<file path="src/hdl/spef_defines.vh">
// constants for the serial error flag block
// assumes inclusion by every design file of the block
`ifndef SPEF_DEFINES_VH
`define SPEF_DEFINES_VH
`define SPEF_BYTE_W 8
`define SPEF_BIT_CNT_W 3
`define SPEF_LAST_BIT 3'h7
`define SPEF_ZERO_BYTE 8'h00
`define SPEF_BUF_DEPTH 2
`endif

</file>
<file path="src/hdl/spef_rx_buf.v">
// two-entry receive buffer with valid/ready on both sides
// assumes one clock, synchronous active-low reset
`timescale 1ns/1ps
`default_nettype none
`include "spef_defines.vh"
module spef_rx_buf #(
  parameter W = `SPEF_BYTE_W
) (
  input wire core_clk,
  input wire rst_b,
  input wire in_valid,
  output wire in_ready,
  input wire [W-1:0] in_data,
  output wire out_valid,
  input wire out_ready,
  output wire [W-1:0] out_data
);
  reg [W-1:0] mem_r [0:1];
  reg wp_r;
  reg rp_r;
  reg [1:0] cnt_r;
  wire push;
  wire pop;
  assign in_ready = (cnt_r != 2'h2);
  assign out_valid = (cnt_r != 2'h0);
  assign out_data = mem_r[rp_r];
  assign push = in_valid && in_ready;
  assign pop = out_valid && out_ready;
  always @(posedge core_clk) begin
    if (!rst_b) begin
      wp_r <= 1'b0;
      rp_r <= 1'b0;
      cnt_r <= 2'h0;
      mem_r[0] <= {W{1'b0}};
      mem_r[1] <= {W{1'b0}};
    end else begin
      if (push) begin
        mem_r[wp_r] <= in_data;
        wp_r <= ~wp_r;
      end
      if (pop) begin
        rp_r <= ~rp_r;
      end
      if (push && !pop) begin
        cnt_r <= cnt_r + 2'h1;
      end else if (pop && !push) begin
        cnt_r <= cnt_r - 2'h1;
      end
    end
  end
endmodule // spef_rx_buf
`default_nettype wire

</file>
<file path="src/hdl/spef_core.v">
// serial peripheral error flags: mode fault, overrun, write collision
// assumes cpu access strobes are one-cycle pulses on core_clk;
// serial pins arrive asynchronously and are synchronised here
// Summary of operation
// RL1 - as master, a low slave-select input raises a mode fault
// RL2 - mode fault sets its flag; interrupt only with irq enable
// RL3 - mode fault clears peripheral enable, stopping all driven outputs
// RL4 - mode fault clears master select, falling back to slave
// RL5 - mode fault clears by status read while set, then control write
// RL6 - other party keeps slave-select high during the clearing sequence
// RL7 - enable and master restore accepted during or after clearing
// RL8 - while mode fault set, enable/master set attempts are ignored
// RL9 - no mode fault as slave; old flag may persist
// RL10 - byte completing with transfer-complete still set is an overrun
// RL11 - overrun sets its flag; interrupt only with irq enable
// RL12 - after overrun the first byte is kept, later bytes dropped
// RL13 - overrun flag clears on a status register read
// RL14 - data write during a transfer is dropped, transfer undisturbed
// RL15 - write collision detected as master and as slave
// RL16 - write collision sets its flag, never an interrupt
// RL17 - received bytes buffered and read synchronously with the cpu
// RL18 - write collision clears by status read while set, then data access
`timescale 1ns/1ps
`default_nettype none
`include "spef_defines.vh"
module spef_core #(
  parameter W = `SPEF_BYTE_W
) (
  input wire core_clk,
  input wire rst_b,
  input wire ctrl_wr,
  input wire ctrl_peripheral_enable_bit,
  input wire ctrl_master_select_bit,
  input wire ctrl_serial_irq_enable,
  input wire status_rd,
  input wire data_wr,
  input wire data_rd,
  input wire [W-1:0] data_wdata,
  input wire sclk_pin,
  input wire ss_b_pin,
  input wire miso_pin,
  input wire mosi_pin,
  output reg peripheral_enable_bit,
  output reg master_select_bit,
  output reg serial_irq_enable,
  output reg mode_fault_flag,
  output reg overrun_flag,
  output reg write_collision_flag,
  output reg transfer_complete_flag,
  output reg serial_irq,
  output reg [W-1:0] serial_data_reg,
  output reg tx_busy,
  output reg sclk_out,
  output reg sclk_oe,
  output reg mosi_out,
  output reg mosi_oe,
  output reg miso_out,
  output reg miso_oe
);
  // ****************************************************************
  // pin synchronisers
  // ****************************************************************
  reg [1:0] sclk_s_r;
  reg [1:0] ss_s_r;
  reg [1:0] miso_s_r;
  reg [1:0] mosi_s_r;
  reg sclk_d_r;
  always @(posedge core_clk) begin
    if (!rst_b) begin
      sclk_s_r <= 2'h0;
      ss_s_r <= 2'h3;
      miso_s_r <= 2'h0;
      mosi_s_r <= 2'h0;
      sclk_d_r <= 1'b0;
    end else begin
      sclk_s_r <= {sclk_s_r[0], sclk_pin};
      ss_s_r <= {ss_s_r[0], ss_b_pin};
      miso_s_r <= {miso_s_r[0], miso_pin};
      mosi_s_r <= {mosi_s_r[0], mosi_pin};
      sclk_d_r <= sclk_s_r[1];
    end
  end
  wire sclk_rise = sclk_s_r[1] && !sclk_d_r;
  wire sclk_fall = !sclk_s_r[1] && sclk_d_r;
  wire ss_low = !ss_s_r[1];

  // ****************************************************************
  // master bit clock divider
  // ****************************************************************
  // master sclk runs at core_clk / (2 * DIV); one-cycle enable pulses
  parameter DIV = 4;
  reg [7:0] div_r;
  wire tick = (div_r == DIV[7:0] - 8'h1);
  always @(posedge core_clk) begin
    if (!rst_b || !tx_busy) begin
      div_r <= 8'h0;
    end else if (tick) begin
      div_r <= 8'h0;
    end else begin
      div_r <= div_r + 8'h1;
    end
  end

  // ****************************************************************
  // clear sequences
  // ****************************************************************
  reg mode_fault_flag_armed_r;
  reg write_collision_flag_armed_r;
  reg status_rd_seen_r;
  wire data_access = data_wr || data_rd;
  wire mode_fault_flag_seq_done = mode_fault_flag_armed_r && ctrl_wr; // RL5
  wire write_collision_flag_seq_done = write_collision_flag_armed_r && data_access; // RL18
  wire tc_seq_done = status_rd_seen_r && data_access;

  // ****************************************************************
  // shifter
  // ****************************************************************
  reg [W-1:0] shift_r;
  reg [`SPEF_BIT_CNT_W-1:0] bit_r;
  reg samp_r;
  reg byte_done;
  wire master_act = peripheral_enable_bit && master_select_bit;
  wire slave_act = peripheral_enable_bit && !master_select_bit && ss_low;
  wire mode_fault_flag_evt = master_act && ss_low; // RL1 RL9
  wire collide = data_wr && tx_busy; // RL14 RL15
  wire buf_in_ready;
  wire buf_out_valid;
  wire [W-1:0] buf_out_data;
  // a flag in its clearing access counts as cleared for the new byte
  wire tc_pending = transfer_complete_flag && !tc_seq_done; // RL10
  wire buf_push = byte_done && !tc_pending; // RL12

  // one msb-first step: top bit leaves, new bit enters at the bottom
  function [W-1:0] shift_in;
    input [W-1:0] cur;
    input nb;
    begin
      shift_in = {cur[W-2:0], nb};
    end
  endfunction

  function is_last_bit;
    input [`SPEF_BIT_CNT_W-1:0] cnt;
    begin
      is_last_bit = (cnt == `SPEF_LAST_BIT);
    end
  endfunction

  always @(posedge core_clk) begin
    if (!rst_b) begin
      shift_r <= `SPEF_ZERO_BYTE;
      bit_r <= {`SPEF_BIT_CNT_W{1'b0}};
      tx_busy <= 1'b0;
      samp_r <= 1'b0;
      byte_done <= 1'b0;
      sclk_out <= 1'b0;
    end else begin
      byte_done <= 1'b0;
      if (!peripheral_enable_bit || mode_fault_flag_evt) begin
        tx_busy <= 1'b0; // RL3
        sclk_out <= 1'b0;
        bit_r <= {`SPEF_BIT_CNT_W{1'b0}};
      end else if (data_wr && !tx_busy) begin
        shift_r <= data_wdata;
        tx_busy <= 1'b1;
        bit_r <= {`SPEF_BIT_CNT_W{1'b0}};
      end else if (tx_busy && master_select_bit && tick) begin
        // collided writes never reach shift_r, so the byte runs on
        sclk_out <= ~sclk_out; // RL14
        if (!sclk_out) begin
          samp_r <= miso_s_r[1];
        end else begin
          shift_r <= shift_in(shift_r, samp_r);
          bit_r <= bit_r + 1'b1;
          if (is_last_bit(bit_r)) begin
            tx_busy <= 1'b0;
            byte_done <= 1'b1;
          end
        end
      end else if (slave_act) begin
        if (sclk_rise) begin
          samp_r <= mosi_s_r[1];
          tx_busy <= 1'b1;
        end else if (sclk_fall) begin
          shift_r <= shift_in(shift_r, samp_r);
          bit_r <= bit_r + 1'b1;
          if (is_last_bit(bit_r)) begin
            tx_busy <= 1'b0;
            byte_done <= 1'b1;
          end
        end
      end
    end
  end

  // ****************************************************************
  // receive path
  // ****************************************************************
  // rx buffer is read on core_clk only, so no read collision exists
  spef_rx_buf #(.W(W)) u_rx_buf (
    .core_clk(core_clk),
    .rst_b(rst_b),
    .in_valid(buf_push),
    .in_ready(buf_in_ready),
    .in_data(shift_r),
    .out_valid(buf_out_valid),
    .out_ready(data_rd),
    .out_data(buf_out_data)
  ); // RL17

  // ****************************************************************
  // control bits
  // ****************************************************************
  // a mode fault outranks a control write landing in the same cycle for enable and master select; irq enable is still written
  always @(posedge core_clk) begin
    if (!rst_b) begin
      peripheral_enable_bit <= 1'b0;
      master_select_bit <= 1'b0;
      serial_irq_enable <= 1'b0;
    end else if (mode_fault_flag_evt) begin
      peripheral_enable_bit <= 1'b0; // RL3
      master_select_bit <= 1'b0; // RL4
      if (ctrl_wr) begin
        serial_irq_enable <= ctrl_serial_irq_enable;
      end
    end else if (ctrl_wr) begin
      serial_irq_enable <= ctrl_serial_irq_enable;
      if (!mode_fault_flag || mode_fault_flag_seq_done) begin
        peripheral_enable_bit <= ctrl_peripheral_enable_bit; // RL7
        master_select_bit <= ctrl_master_select_bit; // RL7
      end else begin
        // set attempts dropped; clearing still allowed
        peripheral_enable_bit <= peripheral_enable_bit & ctrl_peripheral_enable_bit; // RL8
        master_select_bit <= master_select_bit & ctrl_master_select_bit; // RL8
      end
    end
  end

  // ****************************************************************
  // mode fault flag
  // ****************************************************************
  always @(posedge core_clk) begin
    if (!rst_b) begin
      mode_fault_flag <= 1'b0;
      mode_fault_flag_armed_r <= 1'b0;
    end else begin
      if (mode_fault_flag_evt) begin
        mode_fault_flag <= 1'b1; // RL2
      end else if (mode_fault_flag_seq_done) begin
        mode_fault_flag <= 1'b0; // RL5
      end
      // only a status read that saw the flag opens the clearing window
      if (status_rd) begin
        mode_fault_flag_armed_r <= mode_fault_flag;
      end else if (ctrl_wr) begin
        mode_fault_flag_armed_r <= 1'b0;
      end
    end
  end

  // ****************************************************************
  // overrun and transfer complete
  // ****************************************************************
  // transfer complete clears by status read then data access
  always @(posedge core_clk) begin
    if (!rst_b) begin
      overrun_flag <= 1'b0;
      transfer_complete_flag <= 1'b0;
      status_rd_seen_r <= 1'b0;
    end else begin
      if (byte_done && tc_pending) begin
        overrun_flag <= 1'b1; // RL10 RL11
      end else if (status_rd) begin
        overrun_flag <= 1'b0; // RL13
      end
      if (byte_done) begin
        transfer_complete_flag <= 1'b1;
      end else if (tc_seq_done) begin
        transfer_complete_flag <= 1'b0;
      end
      // a byte ending in the clearing access needs a fresh status read
      if (tc_seq_done) begin
        status_rd_seen_r <= 1'b0;
      end else if (status_rd && transfer_complete_flag) begin
        status_rd_seen_r <= 1'b1;
      end
    end
  end

  // ****************************************************************
  // write collision flag
  // ****************************************************************
  always @(posedge core_clk) begin
    if (!rst_b) begin
      write_collision_flag <= 1'b0;
      write_collision_flag_armed_r <= 1'b0;
    end else begin
      if (collide) begin
        write_collision_flag <= 1'b1; // RL16 RL15
      end else if (write_collision_flag_seq_done) begin
        write_collision_flag <= 1'b0; // RL18
      end
      if (status_rd) begin
        write_collision_flag_armed_r <= write_collision_flag;
      end else if (data_access) begin
        write_collision_flag_armed_r <= 1'b0;
      end
    end
  end

  // ****************************************************************
  // data register and interrupt
  // ****************************************************************
  always @(posedge core_clk) begin
    if (!rst_b) begin
      serial_data_reg <= `SPEF_ZERO_BYTE;
      serial_irq <= 1'b0;
    end else begin
      if (buf_out_valid && (data_rd || !transfer_complete_flag)) begin
        serial_data_reg <= buf_out_data; // RL12
      end
      // collision flag intentionally absent from the interrupt
      serial_irq <= serial_irq_enable &&
        (mode_fault_flag || overrun_flag || transfer_complete_flag); // RL2 RL11 RL16
    end
  end

  // ****************************************************************
  // pin drivers
  // ****************************************************************
  always @(posedge core_clk) begin
    if (!rst_b) begin
      sclk_oe <= 1'b0;
      mosi_oe <= 1'b0;
      miso_oe <= 1'b0;
      mosi_out <= 1'b0;
      miso_out <= 1'b0;
    end else begin
      sclk_oe <= master_act && !mode_fault_flag_evt; // RL3
      mosi_oe <= master_act && !mode_fault_flag_evt;
      miso_oe <= slave_act;
      mosi_out <= shift_r[W-1];
      miso_out <= shift_r[W-1];
    end
  end
  wire unused_ok = buf_in_ready;
endmodule // spef_core
`default_nettype wire

</file>
<file path="config.mk">
export PLATFORM = sky130hd
export DESIGN_NAME = spef_core
export DESIGN_NICKNAME = d
export VERILOG_FILES = /design/src/hdl/spef_rx_buf.v /design/src/hdl/spef_core.v
export VERILOG_INCLUDE_DIRS = /design/src /design/src/hdl
export SDC_FILE = /design/constraint.sdc
export NUM_CORES = 1
export LEC_CHECK = 0
export BUFFER_PORTS_ARGS = -buffer_cell sky130_fd_sc_hd__buf_4
export CORE_UTILIZATION = 35
export DETAILED_ROUTE_END_ITERATION = 12
export PLACE_DENSITY_LB_ADDON = 0.25
export SETUP_SLACK_MARGIN = 0.5
export SYNTH_ARGS = -nofsm -noshare
export SYNTH_HDL_FRONTEND = slang
export SYNTH_HIERARCHICAL = 1
export SYNTH_SLANG_ARGS = --single-unit
</file>
<file path="constraint.sdc">
create_clock -name core_clk -period 1.7 [get_ports core_clk]
set_input_delay 0.34 -clock core_clk [delete_from_list [all_inputs] [get_ports core_clk]]
set_output_delay 0.34 -clock core_clk [all_outputs]
set_load 0.1 [all_outputs]
</file>
==> flow_summary_export.csv <==
group,metric,value,unit
finish,fin_nets,436,
route,drtIter0Drc,57,
finish,nFillCells,753,
placed_design,port_buffers,43,
logic_synthesis,ys_seq_area_share,51.5,%
timing,timing.final.ws_setup,7.63,ps
clock_network,clkSinkCount,75,
logic_synthesis,synth_common_cells,"67 x nor2_1, 59 x dfxtp_1, 34 x nand2_1, 18 x mux2i_1, 16 x edfxtp_1",
placed_design,dpl-instance-area,3910,sq um
logic_synthesis,syn_inst,324,
floorplanning,die_y,98,um
clock_network,cts_root_buf,"clkbuf_8",
critical_path,cpLargestDelayFamily,"flip-flops",
route,drc,1,
clock_network,htree_num_levels,3,
logic_synthesis,synth.top_cell.area_share,36.6,%
power,ir_worst_vdd,0.583,mV
placed_design,hpwl,4770,um
clock_network,cts_tree,"yes",
critical_path,endpoint_kind,"flip-flop",
timing,fin_skew,8.71,ps
logic_synthesis,synth_top_area_cell,"dfxtp_1",
timing,fmaxAchievable,0.591,GHz
floorplanning,die-area,9600,sq um
finish,fin_cells,522,
power,power.density,776,nW/um^2
timing,setup_tns,0,ps
critical_path,crit_required,1980,ps
critical_path,start_kind,"flip-flop",
route,vias,2555,
timing,slew_headroom,62.9,%
run_status,status,"complete, but fails checks",
route,final_antenna_net_count,0,
logic_synthesis,ys_top_cells_by_area,"dfxtp_1 37%, edfxtp_1 15%, nor2_1 7.8%",
floorplanning,die_w,98,um
logic_synthesis,synth-edff-count,16,
route,wl_per_cell,14.2,um
critical_path,cpPeakStageDelay,340,ps
clock_network,clk_pin_slew,80,ps
run_status,violations,"DRC",
power,p_leak,1.94,nW
finish,n_antenna_cell,0,
finish,largest_reg_flops,16,
global_route,overflow,0,
logic_synthesis,syn_avg_cell_area,9.96,sq um
global_route,grt_usage,15.6,%
finish,area_growth,53.5,%
finish,drive_above_1_share,47.6,%
clock_network,numCtsBuffers,9,
clock_network,postCtsHoldBufs,0,
global_route,grt_pass1_wl,11700,um
route,detail_route.wirelength,7400,um
timing,setup_viol,0,
logic_synthesis,async_reset_ff_share,0,%
route,viasPerCell,4.89,
logic_synthesis,synth.most_common_cell,"nor2_1",
finish,regMostFlops,"u_rx_buf/mem_r",
critical_path,reg2reg_slack,8,ps
placed_design,gp_congestion,0.754,
critical_path,path_max_fanout,6,
timing,slew_violations,0,
global_route,antenna_found_initial,0,
logic_synthesis,synth.distinct_cells,52,
critical_path,crit_buf_inv,2,
global_route,grt_pass1_vias,2493,
floorplanning,core,8810,sq um
worst_hold_path,hold_class,"in2reg",
timing,tightest_slew,556,ps
finish,utilization,56.2,%
timing,final_hold_viol_count,0,
finish,stdcell_area,4950,sq um
run,maxCapViolCount,0,
timing,timing.final.crit_period,1690,ps
critical_path,critPathKind,"reg2reg",
floorplanning,pin_count,44,
placed_design,dp_slack,-121,ps
critical_path,crit_arrival,1970,ps
logic_synthesis,yosys_warnings,6,
timing,finalCritPeriodShare,99.6,%
critical_path,critPathSlowestCell,"dfxtp_2",
placed_design,dpl.cell_count,482,
floorplanning,start_util,36.6,%
route,first_pass_iters,8,
logic_synthesis,syn_area,3230,sq um
critical_path,worstPathCellList,"ha_4 > nor4b_4 > buf_4 > and4_4 > o311ai_4 > buf_6 > mux2i_1",
clock_network,clockBufferDepth,2,
timing,rsz0062_at_grt,"yes",
clock_network,insertion_delay,350,ps
logic_synthesis,syn-num-nets,351,
global_route,grt_max_degree,25,
floorplanning,row_count,34,
logic_synthesis,synth_seq_cells,75,
logic_synthesis,synth_top_flop_cell,"dfxtp_1",
## layer usage
| layer | vias up | wire [um] | track usage [%] |
|---|---|---|---|
| li1 | 1272 | - | - |
| met1 | 1229 | 3030 | 17.1 |
| met2 | 42 | 4040 | 28.9 |
| met3 | 12 | 206 | 3.65 |
| met4 | 0 | 124 | 5.94 |
| met5 | - | 0 | 0 |
## per-stage QoR
| step | hold slack, ps | power (mW) |
|---|---|---|
| floorplan | 386 | 2.09 |
| global placement | 392 | 2.19 |
| detailed placement | 397 | 2.19 |
| CTS | 162 | 3.86 |
| global route | 178 | 3.96 |
| finish | 173 | 3.84 |
## power by group
| group | internal [mW] | switching (mW) | leakage, nW |
|---|---|---|---|
| sequential | 1.84 | 0.0235 | 0.647 |
| combinational | 0.141 | 0.188 | 1.17 |
| clock | 0.972 | 0.676 | 0.121 |
## path summary, 6_finish.rpt
kind              startpoint          to  cells past startpoint
setup reg to reg    div_r[0]  shift_r[5]                      7
hold reg to reg    ss_s_r[0]   ss_s_r[1]                      1
hold / removal      ss_b_pin   ss_s_r[0]                      2
setup / recovery    div_r[0]  shift_r[5]                      7
## worst register-to-register path, delay by kind of cell (launching register included)
kind	cells	cell delay, ps
muxes	1	200
AOI/OAI and AO/OA	1	310
and+or+nand+nor	2	280
buffers and inverters	2	340
DFF	1	340
adders and majority gates	1	150
## cells by family (layout without fill, tap and decap cells)
group,count (synthesis),count (layout),synth area share [%]
buffers and inverters,20,110,2.91
adders and majority gates,6,6,2.33
and+or+nand+nor,157,157,25.0
muxes,27,27,8.84
AOI/OAI and AO/OA,30,30,6.98
DFF,75,75,51.5
xor gates and xnor gates,9,9,2.44
## layout make-up
cell class	count	area, sq um	area share (%)
clock buffers	9	124	2.50
well taps	108	135	2.73
clock inverters	7	116	2.35
repair buffers	86	1020	20.6
inverters	8	32.5	0.657
flip-flops and latches	75	1730	34.9
multi-input cells	229	1800	36.3
## timing repair
action                                  CTS  global route
resized for setup                       108            34
pin swaps                                13             7
buffers inserted                          9            14
gates cloned                              1             0
endpoints found under the setup margin   89            89
## cell usage in the layout (no fill, tap or decap), types with 4 or more instances in the layout
cell / Yosys / routed
nor2_1: 67 / 44
mux2i_1: 18 / 18
a21oi_1: 8 / 7
xnor2_1: 6 / 5
nand2b_1: 4 / 4
inv_1: 8 / 7
edfxtp_1: 16 / 16
buf_4: 2 / 52
dfxtp_1: 59 / 31
nor2_4: 0 / 15
clkbuf_8: 0 / 9
or3_1: 8 / 8
buf_6: 1 / 7
dfxtp_2: 0 / 16
nor2_2: 0 / 8
dfxtp_4: 0 / 12
and2_1: 11 / 10
ha_1: 6 / 4
nor2b_1: 7 / 4
buf_12: 0 / 26
nand2_1: 34 / 29
mux2_2: 8 / 8
Power figures use the tool's default switching activity.
